File: config.mk
export PLATFORM = sky130hd
export DESIGN_NAME = spimsp_port
export DESIGN_NICKNAME = d
export VERILOG_FILES = /design/src/hdl/spimsp_port.v
export VERILOG_INCLUDE_DIRS = /design/src /design/src/hdl
export SDC_FILE = /design/constraint.sdc
export NUM_CORES = 1
export LEC_CHECK = 0
export ABC_AREA = 0
export BUFFER_PORTS_ARGS = -buffer_cell sky130_fd_sc_hd__buf_2
export CELL_PAD_IN_SITES_DETAIL_PLACEMENT = 0
export CELL_PAD_IN_SITES_GLOBAL_PLACEMENT = 1
export CORE_MARGIN = 3
export CORE_UTILIZATION = 40
export DETAILED_ROUTE_END_ITERATION = 10
export MAX_ROUTING_LAYER = met4
export PLACE_DENSITY = 0.87
export SYNTH_ARGS = -nofsm -noshare
export SYNTH_HDL_FRONTEND = slang
export SYNTH_SLANG_ARGS = --single-unit
File: constraint.sdc
create_clock -name pclk -period 3.15 [get_ports pclk]
set_clock_uncertainty 0.15 [all_clocks]
set_input_delay 0.63 -clock pclk [delete_from_list [all_inputs] [get_ports pclk]]
set_output_delay 0.63 -clock pclk [all_outputs]
set_load 0.005 [all_outputs]
File: src/hdl/spimsp_regs.vh
// register map, field positions and transfer length of the serial port
`ifndef SPIMSP_REGS_VH
`define SPIMSP_REGS_VH
// byte addresses of the three registers
`define SPIMSP_DATA_ADDR 12'h000
`define SPIMSP_CTRL_ADDR 12'h004
`define SPIMSP_STAT_ADDR 12'h008
// control register fields
`define SPIMSP_CTRL_IRQ_EN 7
`define SPIMSP_CTRL_PORT_EN 6
`define SPIMSP_CTRL_RATE2 5
`define SPIMSP_CTRL_MASTER 4
`define SPIMSP_CTRL_IDLE 3
`define SPIMSP_CTRL_PHASE 2
`define SPIMSP_CTRL_RATE1 1
`define SPIMSP_CTRL_RATE0 0
`define SPIMSP_CTRL_RESET 8'h00
// status register fields
`define SPIMSP_STAT_DONE 7
`define SPIMSP_STAT_WRITE_COLLISION_FLAG 6
`define SPIMSP_STAT_OVR 5
`define SPIMSP_STAT_MODE_FAULT_FLAG 4
`define SPIMSP_STAT_ODIS 2
`define SPIMSP_STAT_SSM 1
`define SPIMSP_STAT_SSI 0
`define SPIMSP_STAT_RESET 8'h00
// bits per transfer
`define SPIMSP_BITS 4'd8
`endif

File: src/hdl/spimsp_port.v
// spi master/slave port with apb register access
`timescale 1ns/1ps
`include "spimsp_regs.vh"

module spimsp_port
(
  // apb clock and reset
  input wire pclk,
  input wire presetn,
  // apb slave
  input wire psel,
  input wire penable,
  input wire pwrite,
  input wire [11:0] paddr,
  input wire [31:0] pwdata,
  output reg [31:0] prdata,
  output reg pready,
  output reg pslverr,
  // interrupt / halt wake request
  output reg irq,
  // serial clock pin
  input wire sck_in,
  output reg sck_out,
  output reg sck_oe,
  // master-out slave-in pin
  input wire mosi_in,
  output reg mosi_out,
  output reg mosi_oe,
  // master-in slave-out pin
  input wire miso_in,
  output reg miso_out,
  output reg miso_oe,
  // slave select pin, active low
  input wire ss_n_in,
  // high while the port owns the pins
  output reg pins_owned
);

  // half period in pclk cycles for the rate code
  function [6:0] half_period;
    input [2:0] code;
    begin
      case (code)
        3'b100: half_period = 7'd2;
        3'b000: half_period = 7'd4;
        3'b001: half_period = 7'd8;
        3'b110: half_period = 7'd16;
        3'b010: half_period = 7'd32;
        3'b011: half_period = 7'd64;
        default: half_period = 7'd64;
      endcase
    end
  endfunction

  // ************************************************************
  // pin synchronisers
  // ************************************************************
  reg [1:0] sck_s_q, mosi_s_q, miso_s_q, ss_s_q;
  reg sck_prev_q;
  // two flops before anything looks at a pin
  always @(posedge pclk or negedge presetn)
  begin
    if (!presetn)
    begin
      sck_s_q <= 2'b00;
      mosi_s_q <= 2'b00;
      miso_s_q <= 2'b00;
      ss_s_q <= 2'b11;
      sck_prev_q <= 1'b0;
    end
    else
    begin
      sck_s_q <= {sck_s_q[0], sck_in};
      mosi_s_q <= {mosi_s_q[0], mosi_in};
      miso_s_q <= {miso_s_q[0], miso_in};
      ss_s_q <= {ss_s_q[0], ss_n_in};
      sck_prev_q <= sck_s_q[1];
    end
  end

  // ************************************************************
  // registers and state
  // ************************************************************
  reg [7:0] ctrl_q;
  reg done_q, write_collision_flag_q, ovr_q, mode_fault_flag_q;
  reg odis_q, ssm_q, ssi_q;
  reg [7:0] shift_q, rxbuf_q;
  reg [3:0] bitcnt_q;
  reg busy_q;
  reg sclk_q;
  reg [6:0] div_q;
  reg phase_half_q;
  reg done_seen_q; // status accessed while done set
  reg mode_fault_flag_seen_q; // status read while fault set
  reg write_collision_flag_seen_q; // status accessed while collision set
  reg latched_q; // buffer held since last done clear
  reg in_bit_q; // sampled bit awaiting shift

  wire master = ctrl_q[`SPIMSP_CTRL_MASTER];
  wire enable = ctrl_q[`SPIMSP_CTRL_PORT_EN];
  wire clock_idle_level = ctrl_q[`SPIMSP_CTRL_IDLE];
  wire capture_edge_sel = ctrl_q[`SPIMSP_CTRL_PHASE];
  wire [2:0] rate = {ctrl_q[`SPIMSP_CTRL_RATE2], ctrl_q[`SPIMSP_CTRL_RATE1],
    ctrl_q[`SPIMSP_CTRL_RATE0]};
  // effective select: soft bit or pin
  wire sel_n = ssm_q ? ssi_q : ss_s_q[1];

  // apb decode
  // taken once: the ready cycle must not repeat a write or a clear
  wire acc = psel & penable & ~pready;
  wire wr = acc & pwrite;
  wire rd = acc & ~pwrite;
  wire hit_data = (paddr == `SPIMSP_DATA_ADDR);
  wire hit_ctrl = (paddr == `SPIMSP_CTRL_ADDR);
  wire hit_stat = (paddr == `SPIMSP_STAT_ADDR);
  wire mapped = hit_data | hit_ctrl | hit_stat;
  wire data_wr = wr & hit_data;
  wire data_rd = rd & hit_data;
  wire stat_acc = acc & hit_stat;
  wire stat_rd = rd & hit_stat;
  wire ctrl_wr = wr & hit_ctrl;

  // mode fault: select pulled low while master
  wire fault = enable & master & ~sel_n;

  // edges of the serial clock in slave mode
  wire s_rise = sck_s_q[1] & ~sck_prev_q;
  wire s_fall = ~sck_s_q[1] & sck_prev_q;
  wire s_lead = clock_idle_level ? s_fall : s_rise;
  wire s_trail = clock_idle_level ? s_rise : s_fall;
  wire s_active = enable & ~master & ~sel_n;
  // synchronised data input of the current mode
  wire in_pin = master ? miso_s_q[1] : mosi_s_q[1];

  // master tick at each half period
  wire m_tick = busy_q & master & (div_q == 7'd1);
  // edge events common to both modes: leading, trailing
  wire lead = master ? (m_tick & ~phase_half_q) : (s_active & s_lead);
  wire trail = master ? (m_tick & phase_half_q) : (s_active & s_trail);
  // capture_edge_sel 0 samples on leading edge, capture_edge_sel 1 on trailing
  wire sample_ev = capture_edge_sel ? trail : lead;
  wire shift_ev = capture_edge_sel ? lead : trail;
  // byte end: last trailing edge
  wire last = trail & (bitcnt_q == `SPIMSP_BITS - 4'd1);
  // writes refused while done pending and status not yet accessed
  wire wr_block = done_q & ~done_seen_q;
  wire wr_ok = data_wr & ~busy_q & ~wr_block;
  // clearing sequence of the done flag
  wire done_clr = done_q & done_seen_q & (data_rd | data_wr);

  // ************************************************************
  // control and status registers
  // ************************************************************
  // hardware set wins over software clear on every flag
  always @(posedge pclk or negedge presetn)
  begin
    if (!presetn)
    begin
      ctrl_q <= `SPIMSP_CTRL_RESET;
      done_q <= 1'b0;
      write_collision_flag_q <= 1'b0;
      ovr_q <= 1'b0;
      mode_fault_flag_q <= 1'b0;
      odis_q <= 1'b0;
      ssm_q <= 1'b0;
      ssi_q <= 1'b0;
      done_seen_q <= 1'b0;
      mode_fault_flag_seen_q <= 1'b0;
      write_collision_flag_seen_q <= 1'b0;
    end
    else
    begin
      // control write; enable and master held off while fault set and status not yet read
      if (ctrl_wr)
      begin
        ctrl_q <= pwdata[7:0];
        if (mode_fault_flag_q & ~mode_fault_flag_seen_q)
        begin
          ctrl_q[`SPIMSP_CTRL_PORT_EN] <= 1'b0;
          ctrl_q[`SPIMSP_CTRL_MASTER] <= 1'b0;
        end
      end
      if (fault)
      begin
        ctrl_q[`SPIMSP_CTRL_PORT_EN] <= 1'b0;
        ctrl_q[`SPIMSP_CTRL_MASTER] <= 1'b0;
      end
      // writable status bits
      if (wr & hit_stat)
      begin
        odis_q <= pwdata[`SPIMSP_STAT_ODIS];
        ssm_q <= pwdata[`SPIMSP_STAT_SSM];
        ssi_q <= pwdata[`SPIMSP_STAT_SSI];
      end
      // done flag
      if (stat_acc & done_q)
        done_seen_q <= 1'b1;
      else if (done_clr)
        done_seen_q <= 1'b0;
      if (last)
        done_q <= 1'b1;
      else if (done_clr)
        done_q <= 1'b0;
      // overrun: byte ready while done still set
      if (last & done_q)
        ovr_q <= 1'b1;
      else if (stat_rd)
        ovr_q <= 1'b0;
      // mode fault: status read while set, then control write
      if (stat_rd & mode_fault_flag_q)
        mode_fault_flag_seen_q <= 1'b1;
      else if (ctrl_wr)
        mode_fault_flag_seen_q <= 1'b0;
      if (fault)
        mode_fault_flag_q <= 1'b1;
      else if (ctrl_wr & mode_fault_flag_seen_q)
        mode_fault_flag_q <= 1'b0;
      // collision: status access then data access clears it
      if (stat_acc & write_collision_flag_q)
        write_collision_flag_seen_q <= 1'b1;
      else if (data_rd | data_wr)
        write_collision_flag_seen_q <= 1'b0;
      if (data_wr & busy_q)
        write_collision_flag_q <= 1'b1;
      else if (write_collision_flag_seen_q & (data_rd | data_wr))
        write_collision_flag_q <= 1'b0;
    end
  end

  // ************************************************************
  // shifter, bit counter and master clock
  // ************************************************************
  always @(posedge pclk or negedge presetn)
  begin
    if (!presetn)
    begin
      shift_q <= 8'h00;
      rxbuf_q <= 8'h00;
      bitcnt_q <= 4'd0;
      busy_q <= 1'b0;
      sclk_q <= 1'b0;
      div_q <= 7'd0;
      phase_half_q <= 1'b0;
      latched_q <= 1'b0;
      in_bit_q <= 1'b0;
    end
    else
    begin
      if (done_clr)
        latched_q <= 1'b0;
      // a write loads the shifter directly; master starts clocking
      if (wr_ok)
      begin
        shift_q <= pwdata[7:0];
        bitcnt_q <= 4'd0;
        phase_half_q <= 1'b0;
        busy_q <= master & enable;
        div_q <= half_period(rate);
        // polarity may have changed while disabled; start from its idle level
        sclk_q <= clock_idle_level;
      end
      else if (~enable | (~master & sel_n))
      begin
        // disable or slave deselect aborts a partial byte
        busy_q <= 1'b0;
        bitcnt_q <= 4'd0;
        phase_half_q <= 1'b0;
        sclk_q <= clock_idle_level;
      end
      else
      begin
        if (~master & (s_lead | s_trail))
          busy_q <= 1'b1;
        // master divider, ignored in slave mode
        if (busy_q & master)
        begin
          if (div_q == 7'd1)
          begin
            div_q <= half_period(rate);
            sclk_q <= ~sclk_q;
            phase_half_q <= ~phase_half_q;
          end
          else
            div_q <= div_q - 7'd1;
        end
        if (sample_ev)
          in_bit_q <= in_pin;
        // msb first; with capture_edge_sel 1 the first leading edge must not shift,
        // the msb is already on the line for the first capture
        if (shift_ev & (~capture_edge_sel | bitcnt_q != 4'd0))
          shift_q <= {shift_q[6:0], in_bit_q};
        if (trail)
          bitcnt_q <= bitcnt_q + 4'd1;
        if (last)
        begin
          busy_q <= 1'b0;
          bitcnt_q <= 4'd0;
          sclk_q <= clock_idle_level;
          // buffer keeps the first byte since the flag was cleared
          if (~done_q | ~latched_q)
          begin
            rxbuf_q <= capture_edge_sel ? {shift_q[6:0], in_pin} : {shift_q[6:0], in_bit_q};
            latched_q <= 1'b1;
          end
          else
            rxbuf_q <= rxbuf_q;
        end
      end
    end
  end

  // ************************************************************
  // pins and bus answer
  // ************************************************************
  // all outputs registered; pins follow mode and enable, the data pins also follow disable
  always @(posedge pclk or negedge presetn)
  begin
    if (!presetn)
    begin
      prdata <= 32'h0000_0000;
      pready <= 1'b0;
      pslverr <= 1'b0;
      irq <= 1'b0;
      sck_out <= 1'b0;
      sck_oe <= 1'b0;
      mosi_out <= 1'b0;
      mosi_oe <= 1'b0;
      miso_out <= 1'b0;
      miso_oe <= 1'b0;
      pins_owned <= 1'b0;
    end
    else
    begin
      // one-wait answer: ready in the access cycle's next edge
      pready <= psel & penable & ~pready;
      pslverr <= psel & penable & ~pready & ~mapped;
      prdata <= 32'h0000_0000;
      if (psel & ~pwrite)
      begin
        if (hit_data)
          prdata <= {24'h000000, rxbuf_q};
        else if (hit_ctrl)
          prdata <= {24'h000000, ctrl_q};
        else if (hit_stat)
          prdata <= {24'h000000, done_q, write_collision_flag_q, ovr_q, mode_fault_flag_q, 1'b0, odis_q, ssm_q, ssi_q};
      end
      // collision flag stays out of the request
      irq <= ctrl_q[`SPIMSP_CTRL_IRQ_EN] & (done_q | ovr_q | mode_fault_flag_q);
      pins_owned <= enable;
      sck_out <= busy_q & master ? sclk_q : clock_idle_level;
      sck_oe <= enable & master;
      mosi_out <= shift_q[7];
      miso_out <= shift_q[7];
      mosi_oe <= enable & master & ~odis_q;
      miso_oe <= enable & ~master & ~sel_n & ~odis_q;
    end
  end

endmodule

==> results.toml <==
[power_and_ir_drop]
total_power_uw = 1890
p_int_uw = 1480
power_frac_comb_pct = 4.4
swShare_pct = 21.7
seq_power_share_pct = 52.2
leakagePower_uw = 0.00216
pwr-share-clk_pct = 43.4
ir_drop_v = 0.000226
p_per_area_nw_per_um2 = 428
power.switching_uw = 410

[sta]
period_share_pct = 81.8
setup_viol = 0
finalHoldViolations = 0
fin_crit_ns = 2.58
slew_violations = 0
rsz0062_at_grt = "false"
timing.fmax_mhz = 388
fin_ws_ns = 0.574
slew_headroom_pct = 38.3
tns_ns = 0
worst-slew-pin-transition_ns = 0.926

[critical_path]
worstPathMaxFanout = 9
worstSetupPathType = "flip-flop to flip-flop"
path_delay_family = "simple AND/OR/NAND/NOR gates"
crit_buf_inv = 1
rr_worst_depth = 7
reg2reg_slack_ns = 0.57
endpoint_kind = "flip-flop"
crit_slowest_cell = "a2111oi_4"
cp.required_ns = 3.24
worstReg2RegEnd = "rxbuf_q[2]"
reg2reg_from = "div_q[1]"
startpoint_type = "flip-flop"
crit_cells = 7
crit_arrival_ns = 2.67
max_stage_delay_ns = 0.57
path_cells = "inv_1 -> ha_1 -> and4b_1 -> nand3_4 -> a2111oi_4 -> nand3_4 -> mux2_1"
crit_path_frequent_cell = "nand3_4"

[yosys]
yosys.area_share.adder_pct = 1.29
synth_edf_count = 0
synth_top_area_share_pct = 47.7
synth_seq_cells = 76
synth_seq_area_share_pct = 49.1
synth_top_flop_cell = "dfrtp_1"
synth_mux_area_share_pct = 11.9
synth_cell_types = 57
yosys.area_share.simple_pct = 19.5
synth_compound_area_share_pct = 9.71
synth_top_family_by_area = "simple AND/OR/NAND/NOR gates"
syn_inst = 363
syn_area_per_cell_um2 = 10.7
synth-warning-count = 0
synth_area_leader_cell = "dfrtp_1"
synth_xor_area_share_pct = 0.903
synth_area_leaders = "dfrtp_1, mux2_2, buf_4"
syn_area_um2 = 3880
async_flop_share_pct = 100

[cts]
clk_pin_slew_ns = 0.08
cts-buffers-inserted = 9
holdBufCountCts = 0
insertion_delay_ns = 0.35
cts_tree = "built"
cts_htree_levels = 3
cts_root_buf = "clkbuf_8"
post_cts_buffers = 0
cts_resized = 0
cts_buffer_depth = 2
cts.sinks = 76

[detailed_routing]
num_vias = 2754
dr.pass1.iters = 4
via_per_inst = 4.98
wl_per_cell_um = 14.8
drc = 0
ant_nets = 0
postRouteWirelength_mm = 8.19
dr.first_iter.drc_count = 106

[final_layout]
fillCellCount = 893
drive_gt1_share_pct = 25.5
area_growth_pct = 14.0
fin_nets = 476
finalInstanceArea_um2 = 4420
diodes = 0

[place]
place.gp.congestion = 0.849
placed_cell_area_um2 = 4210
dp_slack_ns = 0.194
portBuffers = 46
hpwl_mm = 5.99

[global_route]
antenna_found_initial = 0
track_usage_pct = 16.0
gr-total-overflow = 0
grt_max_degree = 77
grt_pass1_wl_mm = 13.5
grt_pass1_vias = 2737

[run_status]
status = "complete, no violations"

[flow_run]
maxCapViolations = 0

[floorplan]
start_util_pct = 41.6
coreArea_um2 = 9330
std_cell_rows = 35
ios = 95
die_w_um = 104
die_area_um2 = 10900
fp.dieH_um = 104

[hold_path]
hold_depth = 0
min_to = "sck_s_q[1]"
hp-class = "flip-flop to flip-flop"
hold_start = "sck_s_q[0]"
[power groups by stage]
stage	Clock [µW]	Combinational [µW]	Sequential, µW
floorplan	0	54.3	1010
detailed placement	0	83.8	1010
global route	884	95.0	988
finish	822	83.1	987
CTS	841	84.2	987
global placement	0	83.0	1010
[cell type report]
cell class                      count  area [µm²]  share of cell area [%]
Sequential cell                    76        1900                    43.1
Multi-Input combinational cell    263        1770                    40.0
Timing Repair Buffer               56         320                    7.24
Clock buffer                       13         149                    3.37
Clock inverter                      3        68.8                    1.56
Tap cell                          129         161                    3.65
Inverter                           13        48.8                    1.10
[state kept, by name, summed over array words and instances, names as in the netlist, 2 cells and up]
register  cells
sck_s_q       2
mosi_s_q      2
shift_q       8
div_q         7
bitcnt_q      4
prdata        8
ctrl_q        8
rxbuf_q       8
ss_s_q        2
miso_s_q      2
[logic make-up after synthesis]
group,after synthesis
and+or+nand+nor,133
DFF,76
AOI/OAI and AO/OA,56
buffers and inverters,47
muxes,42
adders and majority gates,4
xor gates and xnor gates,4
other,1
[cells in the final DEF, fill, tap and decap left out, drive strengths merged, types with 6 or more instances in the layout]
cell    instances
a21oi          22
buf            56
clkbuf         13
conb           24
dfrtp          74
inv            14
mux2           30
mux2i          12
nand2          38
nand3          12
nand3b          6
nor2           32
nor3            6
nor4            7
o21ai          12
[worst max-delay path by stage]
stage,start,endpoint,slack (ns)
finish,div_q[1],rxbuf_q[2],0.57
global route,ssm_q,rxbuf_q[0],0.42
CTS,div_q[2],rxbuf_q[2],0.54
detailed placement,paddr[7],shift_q[2],0.19
global placement,paddr[7],shift_q[2],0.22
floorplan,paddr[7],shift_q[6],0.39
[worst register-to-register path, stage by stage, from the launching register on]
cell	delay, ns
dfrtp_1	0.39
inv_1	0.09
ha_1	0.19
and4b_1	0.30
nand3_4	0.14
a2111oi_4	0.57
nand3_4	0.27
mux2_1	0.37
[layer usage]
layer | GRT usage, % | share of wire, %
met1 | 21.1 | 46
met2 | 24.2 | 47
met3 | 3.04 | 5.7
met4 | 6.46 | 1.6
met5 | - | 0
[cell usage after synthesis (all sizes together), types with 4 or more instances]
| master | instances |
|---|---|
| nor4 | 7 |
| mux2 | 30 |
| dfrtp | 74 |
| a21oi | 22 |
| nand3 | 12 |
| nor2b | 4 |
| nor3 | 6 |
| nand2 | 38 |
| xnor2 | 4 |
| buf | 31 |
| ha | 4 |
| a21o | 4 |
| nor3b | 4 |
| mux2i | 12 |
| nand3b | 6 |
| o21ai | 12 |
| inv | 13 |
| nor2 | 32 |
[per-stage QoR]
stage | utilization, % | instances | hold slack, ns
final | 47.4 | 553 | 0.200
after global routing | 47.4 | 553 | 0.209
after CTS | 47.4 | 553 | 0.203
after detailed placement | 45.1 | 537 | 0.186
after global placement | 45.1 | 537 | 0.184
after floorplan | - | 386 | 0.181
Power figures use the tool's default switching activity.
